File: config.mk
export PLATFORM = sky130hd
export DESIGN_NAME = brk_idle_tx
export DESIGN_NICKNAME = d
export VERILOG_FILES = /design/src/rtl/brk_idle_pkg.sv /design/src/rtl/brk_idle_tx.sv
export SDC_FILE = /design/constraint.sdc
export NUM_CORES = 1
export LEC_CHECK = 0
export BUFFER_PORTS_ARGS = -buffer_cell sky130_fd_sc_hd__buf_2
export CORE_ASPECT_RATIO = 1.4
export CORE_MARGIN = 2
export CORE_UTILIZATION = 57
export DETAILED_ROUTE_END_ITERATION = 16
export PLACE_DENSITY_LB_ADDON = 0.25
export RECOVER_POWER = 50
export SYNTH_ARGS = -nofsm -noshare
export SYNTH_HDL_FRONTEND = slang
export SYNTH_SLANG_ARGS = --single-unit
File: constraint.sdc
create_clock -name CORE_CLK -period 4.3 [get_ports CORE_CLK]
set_input_delay 0.43 -clock CORE_CLK [delete_from_list [all_inputs] [get_ports CORE_CLK]]
set_output_delay 0.43 -clock CORE_CLK [all_outputs]
set_load 0.02 [all_outputs]
File: src/rtl/brk_idle_pkg.sv
`default_nettype none
package brk_idle_pkg;
	// ****************************************************
	// Register map (byte addresses, word aligned)
	// ****************************************************
	localparam logic [3:0] CTRL_OFS    = 4'h0;
	localparam logic [3:0] DIV_OFS     = 4'h4;
	localparam logic [3:0] STATUS_OFS  = 4'h8;
	localparam logic [3:0] COUNT_OFS   = 4'hc;
	// Control field positions
	localparam int BRK_BIT = 0;
	localparam int TEN_BIT = 1;
	localparam int WLS_BIT = 2;
	// Status field positions
	localparam int ST_BUSY_BIT  = 0;
	localparam int ST_BRK_BIT   = 1;
	localparam int ST_IDLE_BIT  = 2;
	localparam int ST_TXD_BIT   = 3;
	// Frame lengths in bit periods
	localparam logic [4:0] FRAME_BITS_SHORT = 5'h0a;
	localparam logic [4:0] FRAME_BITS_LONG  = 5'h0b;
	// Reset values
	localparam logic [2:0]  CTRL_RST = 3'h0;
	localparam logic [15:0] DIV_RST  = 16'h0010;
	localparam logic [31:0] UNMAPPED_DATA = 32'h0000_0000;
endpackage
`default_nettype wire

File: src/rtl/brk_idle_tx.sv
// Added by the designer: the Avalon-MM register port and the register offsets.
`default_nettype none
module brk_idle_tx
	import brk_idle_pkg::*;
#(
	parameter int DIV_W = 16
) (
	// Clock and reset
	input  wire logic        CORE_CLK,
	input  wire logic        SYS_RST,
	// Avalon-MM slave
	input  wire logic [3:0]  AVS_ADDRESS,
	input  wire logic        AVS_READ,
	input  wire logic        AVS_WRITE,
	input  wire logic [31:0] AVS_WRITEDATA,
	input  wire logic [3:0]  AVS_BYTEENABLE,
	output logic      [31:0] AVS_READDATA,
	output logic             AVS_WAITREQUEST,
	// Serial line
	output logic             TXD
);
	typedef enum logic [1:0] {S_IDLE, S_BREAK, S_IDLEFR} tx_state_e;

	// ****************************************************
	// Bus slave
	// ****************************************************
	logic             send_break_request_reg;
	logic             transmit_enable_bit_reg;
	logic             word_long_reg;
	logic [DIV_W-1:0] baud_rate_divider_reg;
	logic             brk_pending_reg;
	logic             idle_pending_reg;
	logic             ack_reg;
	logic [31:0]      rdata_next;
	tx_state_e        state_reg;
	logic [4:0]       bit_cnt_reg;
	logic [DIV_W-1:0] baud_cnt_reg;
	logic             tick;
	logic [4:0]       frame_len;
	logic             wr_ctrl;
	logic             brk_rise;
	logic             ten_rise;

	// One wait cycle per access keeps read data registered
	always_ff @(posedge CORE_CLK) begin
		if (SYS_RST)
			ack_reg <= 1'b0;
		else
			ack_reg <= (AVS_READ | AVS_WRITE) & ~ack_reg;
	end

	always_ff @(posedge CORE_CLK) begin
		if (SYS_RST)
			AVS_WAITREQUEST <= 1'b1;
		else
			AVS_WAITREQUEST <= ~((AVS_READ | AVS_WRITE) & ~ack_reg);
	end

	// Word hit on an accepted access; writes commit only at the edge
	// where the master sees waitrequest low, so a dropped request is inert
	function automatic logic acc_hit(
		input logic       req,
		input logic [3:0] adr,
		input logic [3:0] ofs
	);
		return req & (adr == ofs);
	endfunction

	assign wr_ctrl = acc_hit(AVS_WRITE & ack_reg, AVS_ADDRESS, CTRL_OFS)
		& AVS_BYTEENABLE[0];
	assign brk_rise = wr_ctrl & AVS_WRITEDATA[BRK_BIT]
		& ~send_break_request_reg;
	assign ten_rise = wr_ctrl & AVS_WRITEDATA[TEN_BIT]
		& ~transmit_enable_bit_reg;

	// Control register
	always_ff @(posedge CORE_CLK) begin
		if (SYS_RST) begin
			send_break_request_reg  <= CTRL_RST[BRK_BIT];
			transmit_enable_bit_reg <= CTRL_RST[TEN_BIT];
			word_long_reg           <= CTRL_RST[WLS_BIT];
		end else if (wr_ctrl) begin
			send_break_request_reg  <= AVS_WRITEDATA[BRK_BIT];
			transmit_enable_bit_reg <= AVS_WRITEDATA[TEN_BIT];
			word_long_reg           <= AVS_WRITEDATA[WLS_BIT];
		end
	end

	// Baud divider register, low two byte lanes
	always_ff @(posedge CORE_CLK) begin
		if (SYS_RST)
			baud_rate_divider_reg <= DIV_W'(DIV_RST);
		else if (acc_hit(AVS_WRITE & ack_reg, AVS_ADDRESS, DIV_OFS)) begin
			if (AVS_BYTEENABLE[0])
				baud_rate_divider_reg[7:0] <= AVS_WRITEDATA[7:0];
			if (AVS_BYTEENABLE[1])
				baud_rate_divider_reg[DIV_W-1:8] <=
					AVS_WRITEDATA[DIV_W-1:8];
		end
	end

	// Read mux; unmapped words read zero
	always_comb begin
		rdata_next = UNMAPPED_DATA;
		unique case (AVS_ADDRESS)
			CTRL_OFS: begin
				rdata_next[BRK_BIT] = send_break_request_reg;
				rdata_next[TEN_BIT] = transmit_enable_bit_reg;
				rdata_next[WLS_BIT] = word_long_reg;
			end
			DIV_OFS:
				rdata_next[DIV_W-1:0] = baud_rate_divider_reg;
			STATUS_OFS: begin
				rdata_next[ST_BUSY_BIT] = (state_reg != S_IDLE);
				rdata_next[ST_BRK_BIT]  = brk_pending_reg;
				rdata_next[ST_IDLE_BIT] = idle_pending_reg;
				rdata_next[ST_TXD_BIT]  = TXD;
			end
			COUNT_OFS:
				rdata_next[4:0] = bit_cnt_reg;
			default:
				rdata_next = UNMAPPED_DATA;
		endcase
	end

	always_ff @(posedge CORE_CLK) begin
		if (SYS_RST)
			AVS_READDATA <= UNMAPPED_DATA;
		else if (AVS_READ & ~ack_reg)
			AVS_READDATA <= rdata_next;
	end

	// ****************************************************
	// Request capture
	// ****************************************************
	// Set wins over clear: a new request in the frame-start cycle is kept
	always_ff @(posedge CORE_CLK) begin
		if (SYS_RST)
			brk_pending_reg <= 1'b0;
		else if (brk_rise)
			brk_pending_reg <= 1'b1;
		else if (state_reg == S_IDLE && !idle_pending_reg)
			brk_pending_reg <= 1'b0;
	end

	always_ff @(posedge CORE_CLK) begin
		if (SYS_RST)
			idle_pending_reg <= 1'b0;
		else if (ten_rise)
			idle_pending_reg <= 1'b1;
		else if (state_reg == S_IDLE)
			idle_pending_reg <= 1'b0;
	end

	// ****************************************************
	// Bit timing and frame sequencer
	// ****************************************************
	assign frame_len = word_long_reg ? FRAME_BITS_LONG
		: FRAME_BITS_SHORT;
	assign tick = (baud_cnt_reg == '0);

	// Divider restarts at each frame so every frame is whole bit periods
	always_ff @(posedge CORE_CLK) begin
		if (SYS_RST)
			baud_cnt_reg <= '0;
		else if (state_reg == S_IDLE || tick)
			baud_cnt_reg <= baud_rate_divider_reg;
		else
			baud_cnt_reg <= baud_cnt_reg - DIV_W'(1);
	end

	// Idle frame first, then break; one length count per frame, no doubling
	always_ff @(posedge CORE_CLK) begin
		if (SYS_RST) begin
			state_reg   <= S_IDLE;
			bit_cnt_reg <= '0;
		end else begin
			unique case (state_reg)
				S_IDLE: begin
					bit_cnt_reg <= frame_len;
					if (idle_pending_reg)
						state_reg <= S_IDLEFR;
					else if (brk_pending_reg || send_break_request_reg)
						state_reg <= S_BREAK;
				end
				S_BREAK, S_IDLEFR: begin
					if (tick) begin
						if (bit_cnt_reg == 5'h01)
							state_reg <= S_IDLE;
						else
							bit_cnt_reg <= bit_cnt_reg - 5'h01;
					end
				end
			endcase
		end
	end

	// Line low for the whole break including stop positions
	always_ff @(posedge CORE_CLK) begin
		if (SYS_RST)
			TXD <= 1'b1;
		else
			TXD <= !(state_reg == S_BREAK);
	end

	// ****************************************************
	// Assertions
	// ****************************************************
	logic [20:0] low_len_reg;
	always_ff @(posedge CORE_CLK) begin
		if (SYS_RST)
			low_len_reg <= '0;
		else if (!TXD)
			low_len_reg <= low_len_reg + 21'h1;
		else
			low_len_reg <= '0;
	end

	// Frame end and one bit period, shared by the checks below
	logic        frame_end;
	logic [20:0] bit_len;
	assign frame_end = tick & (bit_cnt_reg == 5'h01);
	assign bit_len   = 21'(baud_rate_divider_reg) + 21'h1;

	// Break length is checked exactly; a doubled frame fails here
	a_break_low_line: assert property (
		@(posedge CORE_CLK) disable iff (SYS_RST)
		(state_reg == S_BREAK) |=> !TXD)
		else $error("line not low during break");
	a_break_len_short: assert property (
		@(posedge CORE_CLK) disable iff (SYS_RST)
		($rose(TXD) && !word_long_reg && $stable(baud_rate_divider_reg))
		|-> low_len_reg == 21'(FRAME_BITS_SHORT) * bit_len)
		else $error("short break has wrong length");
	a_break_len_long: assert property (
		@(posedge CORE_CLK) disable iff (SYS_RST)
		($rose(TXD) && word_long_reg && $stable(baud_rate_divider_reg))
		|-> low_len_reg == 21'(FRAME_BITS_LONG) * bit_len)
		else $error("long break has wrong length");
	a_break_start: assert property (
		@(posedge CORE_CLK) disable iff (SYS_RST)
		(state_reg == S_IDLE && brk_pending_reg && !idle_pending_reg)
		|=> state_reg == S_BREAK)
		else $error("pending break not started");
	a_break_repeat: assert property (
		@(posedge CORE_CLK) disable iff (SYS_RST)
		(state_reg == S_IDLE && send_break_request_reg && !idle_pending_reg)
		|=> state_reg == S_BREAK)
		else $error("held break not repeated");
	a_break_single: assert property (
		@(posedge CORE_CLK) disable iff (SYS_RST)
		(state_reg == S_BREAK && frame_end && !wr_ctrl
			&& !send_break_request_reg && !brk_pending_reg)
		|=> ##1 state_reg != S_BREAK)
		else $error("extra break after single request");
	a_break_ends_high: assert property (
		@(posedge CORE_CLK) disable iff (SYS_RST)
		(state_reg == S_BREAK && frame_end) |=> ##1 TXD)
		else $error("line not released after break");
	a_line_high_idle: assert property (
		@(posedge CORE_CLK) disable iff (SYS_RST)
		(state_reg == S_IDLE) |=> TXD)
		else $error("line low outside a break");
	a_idle_first: assert property (
		@(posedge CORE_CLK) disable iff (SYS_RST)
		(state_reg == S_IDLE && idle_pending_reg)
		|=> state_reg == S_IDLEFR)
		else $error("idle frame not sent");
	a_idle_then_brk: assert property (
		@(posedge CORE_CLK) disable iff (SYS_RST)
		(state_reg == S_IDLEFR && brk_pending_reg) |=> brk_pending_reg)
		else $error("break lost behind idle");
	a_idle_brk_order: assert property (
		@(posedge CORE_CLK) disable iff (SYS_RST)
		(state_reg == S_IDLEFR && frame_end && brk_pending_reg)
		|=> state_reg == S_IDLE && brk_pending_reg)
		else $error("break not queued after idle frame");
	a_idle_line_high: assert property (
		@(posedge CORE_CLK) disable iff (SYS_RST)
		(state_reg == S_IDLEFR) |=> TXD)
		else $error("idle frame not high");
	a_bus_one_wait: assert property (
		@(posedge CORE_CLK) disable iff (SYS_RST)
		((AVS_READ || AVS_WRITE) && !ack_reg) |=> !AVS_WAITREQUEST)
		else $error("waitrequest not lowered for access");
	a_bus_wait_back: assert property (
		@(posedge CORE_CLK) disable iff (SYS_RST)
		ack_reg |=> AVS_WAITREQUEST)
		else $error("waitrequest low for two cycles");

	// Main scenarios reached
	c_break_sent: cover property (@(posedge CORE_CLK) $rose(TXD));
	c_idle_sent: cover property (@(posedge CORE_CLK) state_reg == S_IDLEFR);
	c_idle_brk: cover property (@(posedge CORE_CLK)
		state_reg == S_IDLEFR ##1 state_reg == S_IDLE
		##1 state_reg == S_BREAK);
	c_held_repeat: cover property (@(posedge CORE_CLK)
		state_reg == S_BREAK ##1 state_reg == S_IDLE
		##1 state_reg == S_BREAK);
	c_long_break: cover property (@(posedge CORE_CLK)
		$rose(TXD) && word_long_reg);
endmodule
`default_nettype wire

# == Word-level counts from Yosys, hierarchy flattened ==
# Index checks and enable logic that the tools add are counted.
# op_classes
n_addsub,2
n_eq_ne,10
n_mux,18
bitwise_logic,15
n_reduce_logical,16
# ops
op,count
16-bit logical NOT,1
16-bit 2-to-1 mux,1
"16-bit by 1-bit subtractor with 16-bit output, second input constant",1
3-bit one-hot mux with 4 select lines,1
11-bit 2-to-1 mux,1
1-bit AND,10
5-bit 2-to-1 mux,2
5-bit one-hot mux with 2 select lines,1
"4-bit == test, second input constant",2
2-bit 2-to-1 mux,4
"2-bit inequality test, second input constant",3
2-bit AND reduction,3
2-bit nonzero test,3
"5-bit by 1-bit == test with 1-bit output, second input constant",1
1-bit 2-to-1 mux,5
"5-bit by 1-bit subtractor with 5-bit output, second input constant",1
"4-bit by 3-bit == test with 1-bit output, second input constant",1
4-bit logical NOT,1
1-bit inverter,4
2-bit one-hot mux with 2 select lines,1
"3-bit by 2-bit inequality test with 1-bit output, second input constant",1
1-bit one-hot mux with 3 select lines,1
3-bit AND reduction,1
"2-bit by 1-bit == test with 1-bit output, second input constant",1
8 further kinds,10
# totals
regBits,63
input_bits,44
out_inout_bits,34
wordCells,75

# == Logic depth before layout (Yosys ltp) ==
# depth
depth_word,6
depth_mapped,8
depth_no_buf,6

# == Least setup slack after synthesis ==
# OpenSTA, ideal clock, no wires.
# synth_timing
kind,reg2reg
from,register baud_cnt_reg[0]
to,register state_reg[0]
setup_ps,133
t_arrival_ps,1686
required_time_ps,4167
slack_ps,2481
stages_incl_launch_ff,9
n_path_buf,2
synth_period_minus_slack_ps,1819
cell_sequence,dfxtp_1 -> inv_1 -> ha_1 -> nor3b_1 -> nand4_1 -> clkbuf_1 -> buf_2 -> o211ai_1 -> a31oi_1
# synth_between
elab_chain_cells,3
# synth_rtl
item,line_no,text
start: declaration,brk_idle_tx.sv:37,logic [DIV_W-1:0] baud_cnt_reg;
start signal: assignment,brk_idle_tx.sv:167,baud_cnt_reg <= baud_rate_divider_reg;
start signal: assignment,brk_idle_tx.sv:169,baud_cnt_reg <= baud_cnt_reg - DIV_W'(1);
16-bit logical NOT,brk_idle_tx.sv:160,assign tick = (baud_cnt_reg == '0);
2-bit inequality test (no source line),n/a,
3-bit AND reduction (no source line),n/a,
end signal: assignment,brk_idle_tx.sv:175,state_reg <= S_IDLE;
end signal: assignment,brk_idle_tx.sv:182,state_reg <= S_IDLEFR;
end signal: assignment,brk_idle_tx.sv:184,state_reg <= S_BREAK;
end: declaration,brk_idle_tx.sv:35,tx_state_e state_reg;
# No other way between the ends.
# A chain may end at the register's enable or synchronous reset.

# == Worst setup path after layout ==
# layout_timing
from,register baud_cnt_reg[0]
to,register bit_cnt_reg[4]
# layout_between
elab_chain_cells,3
# layout_rtl
item,line_no,text
16-bit logical NOT,brk_idle_tx.sv:160,
2-bit inequality test (no source line),n/a,
2-bit AND reduction (no source line),n/a,
end signal: assignment,brk_idle_tx.sv:180,bit_cnt_reg <= frame_len;
end signal: assignment,brk_idle_tx.sv:191,bit_cnt_reg <= bit_cnt_reg - 5'h01;
end: declaration,brk_idle_tx.sv:36,logic [4:0] bit_cnt_reg;
# No other way between the ends.

==> impl_metrics.json <==
{
  "dp_hpwl_mm": 4.39,
  "met1_wire_length_mm": 2.82,
  "fin_crit_sh_pct": 60.1,
  "cts_resized": 0,
  "relSlewSlack_pct": -71.3,
  "antennaDiodeCount": 0,
  "worstSetupStartpointType": "register",
  "hold_path.startpoint": "AVS_WRITEDATA[4]",
  "clock_tree_from_tritoncts": "done",
  "synth-seq-area-share_pct": 42.2,
  "wire_per_inst_um": 14.4,
  "synth_cell_types": 48,
  "max-cap-violations": 1,
  "power_per_cell_area_nw_per_um2": 532,
  "global_route_wire_length_before_repair_mm": 10.1,
  "cts_max_level": 3,
  "critical_path.endpoint_type": "register",
  "grt_setup_unrepaired": "no",
  "synth_cells": 330,
  "critical_path.startpoint": "baud_cnt_reg[0]",
  "netlist_area_um2": 2990,
  "yosys.area.top_type": "sky130_fd_sc_hd__dfxtp_1",
  "antenna_found_initial": 0,
  "final-seq-area_um2": 1260,
  "grt_overflow": 0,
  "final_core_util_pct": 64.8,
  "placement.cell_area_um2": 3130,
  "drive_above_1_share_pct": 13.7,
  "area_growth_syn_to_layout_pct": 11.1,
  "critPathMaxFanout": 12,
  "clk_latency_ps": 340,
  "sum_of_negative_setup_slack_ps": 0,
  "number_of_synthesized_flops_with_an_enable_pin": 0,
  "gp_routability_congestion": 0.848,
  "yosys_register_bits": 63,
  "netlist.area_leader.share_pct": 42.2,
  "first_global_vias": 2149,
  "clockBufferDepth": 2,
  "critical_path_arrival_ps": 2860,
  "worst-r2r-setup-slack_ps": 1720,
  "fp.dieArea_um2": 5850,
  "met2_length_mm": 2.97,
  "route.detailed.drc": 0,
  "final.min_clock_period_ps": 2580,
  "setup_viol_count_final": 0,
  "port_buffers": 43,
  "grt_max_degree": 62,
  "numClockSinks": 63,
  "total_power_w": 0.00177,
  "die_width_um": 65.2,
  "yosys_warnings": 0,
  "first_iter_violations": 92,
  "met3WireLength_um": 309,
  "timing.hold.worst_path_depth": 2,
  "row_count": 31,
  "cts.clk_slew.worst_paths_ps": 70,
  "timing.setup.critical_path_class": "reg2reg",
  "outcome": "finished, violations left",
  "violations": "max-capacitance violations, max-slew violations",
  "min_delay_worst_endpoint": "baud_rate_divider_reg[4]",
  "finalHoldViolations": 0,
  "synth_most_common_cell": "sky130_fd_sc_hd__dfxtp_1",
  "firstDrtPassIters": 4,
  "worst_endpoint_required_time_ps": 4580,
  "worst_ir_drop_vdd_uv": 356,
  "avgSynthCellArea_um2": 9.05,
  "core-area_um2": 5120,
  "worst_clock_skew_ps": 8.83,
  "synth-async-reset-ratio_pct": 0,
  "final_max_slew_viol_count": 62,
  "cts-buffers-inserted": 9,
  "num-fill-cells": 467,
  "fin_nets": 410,
  "cts_post_setup_buffers_inserted": 0,
  "multi_input_area_um2": 1530,
  "cts.hold.buffers_added": 0,
  "track_usage_pct": 22.4,
  "avgViaCountPerCell": 5.52,
  "top_level_ports": 78,
  "wl_mm": 6.20,
  "timing.rr.end": "bit_cnt_reg[4]",
  "cts_root_buf": "sky130_fd_sc_hd__clkbuf_8",
  "r2r_start": "baud_cnt_reg[0]",
  "die_h_um": 89.7,
  "max_freq_ghz": 0.387,
  "initial_util_pct": 58.4,
  "power_leakage_nw": 1.22,
  "tightestPinTransition_ps": 2570,
  "min_path_type": "in2reg",
  "synth_top_cells_by_count": "63 x sky130_fd_sc_hd__dfxtp_1, 34 x sky130_fd_sc_hd__a21oi_1, 33 x sky130_fd_sc_hd__nor2_1, 21 x sky130_fd_sc_hd__mux2i_1, 18 x sky130_fd_sc_hd__nand2_1",
  "area_of_all_placed_cells_without_fillers_um2": 3320,
  "yosys-top-cells-area": "sky130_fd_sc_hd__dfxtp_1 42%, sky130_fd_sc_hd__mux2i_1 7.0%, sky130_fd_sc_hd__a21oi_1 5.7%, sky130_fd_sc_hd__nor2_1 4.1%, sky130_fd_sc_hd__buf_4 4.0%",
  "num_vias": 2386,
  "highest-signal-layer": "met4",
  "r2r.worst_path.cells": 7,
  "postRouteAntennaNets": 0,
  "ys_dominant_reg_cell": "sky130_fd_sc_hd__dfxtp_1"
}
## where the power goes
part | leakage, nW | internal, W | switching (W)
clock | 0.105 | 0.000298 | 0.000230
sequential | 0.510 | 0.000624 | 0.0000470
combinational | 0.609 | 0.000209 | 0.000358
## cell families (layout without fill, tap and decap cells)
group                      Yosys count  count (layout)  synth area share, %
xor gates and xnor gates            11              11                 3.22
other                                1              16                0.126
muxes                               24              24                 9.30
adders and majority gates            5               5                 2.09
DFF                                 63              63                 42.2
and+or+nand+nor                    111             111                 20.6
buffers and inverters               48              69                 8.33
AOI/OAI and AO/OA                   67              67                 14.2
## metrics by stage
| step | instances | hold slack, ps | setup WS (ps) |
|---|---|---|---|
| after floorplan | 345 | 442 | 2480 |
| after global placement | 416 | 436 | 1780 |
| after detailed placement | 416 | 444 | 1720 |
| after CTS | 432 | 301 | 1710 |
| after global routing | 432 | 324 | 1550 |
| final | 432 | 308 | 1720 |
## final cells by class
| class | instances | share of cell area [%] |
|---|---|---|
| sequential | 63 | 38.0 |
| tap | 66 | 2.49 |
| clock buffer | 11 | 4.56 |
| inverter | 9 | 1.02 |
| multi-input combinational | 234 | 46.2 |
| timing repair buffer | 44 | 6.00 |
| clock inverter | 5 | 1.70 |
## layer usage
metal | up-vias | track usage, %
li1 | 1208 | -
met1 | 1103 | 30.0
met2 | 67 | 35.0
met3 | 8 | 4.61
met4 | 0 | 10.2
met5 | - | 0
## cell usage in the layout, fill, tap and decap left out, types with 7 or more instances in the layout
master	Yosys	layout
sky130_fd_sc_hd__dfxtp_1	63	63
sky130_fd_sc_hd__mux2i_1	21	21
sky130_fd_sc_hd__nand2_1	18	18
sky130_fd_sc_hd__a211oi_1	12	12
sky130_fd_sc_hd__conb_1	1	16
sky130_fd_sc_hd__nor3_1	7	7
sky130_fd_sc_hd__nand3_1	14	14
sky130_fd_sc_hd__clkbuf_1	15	19
sky130_fd_sc_hd__inv_1	8	8
sky130_fd_sc_hd__clkbuf_8	0	11
sky130_fd_sc_hd__a21oi_1	34	34
sky130_fd_sc_hd__xnor2_1	9	9
sky130_fd_sc_hd__nor2_1	33	33
sky130_fd_sc_hd__buf_2	7	24
## critical path, cell delays in order, from the launching register on
cell and delay (ps):
sky130_fd_sc_hd__dfxtp_1 350, sky130_fd_sc_hd__inv_1 70, sky130_fd_sc_hd__ha_1 180, sky130_fd_sc_hd__nor3b_1 480, sky130_fd_sc_hd__nand4_1 460, sky130_fd_sc_hd__buf_4 340, sky130_fd_sc_hd__or4b_1 500, sky130_fd_sc_hd__a21oi_1 140
## worst max-delay path by stage
stage                               endpoint
floorplan                       state_reg[0]
global placement    baud_rate_divider_reg[4]
detailed placement            bit_cnt_reg[4]
CTS                           bit_cnt_reg[4]
global route                  bit_cnt_reg[4]
finish                        bit_cnt_reg[4]
Power figures use the tool's default switching activity.
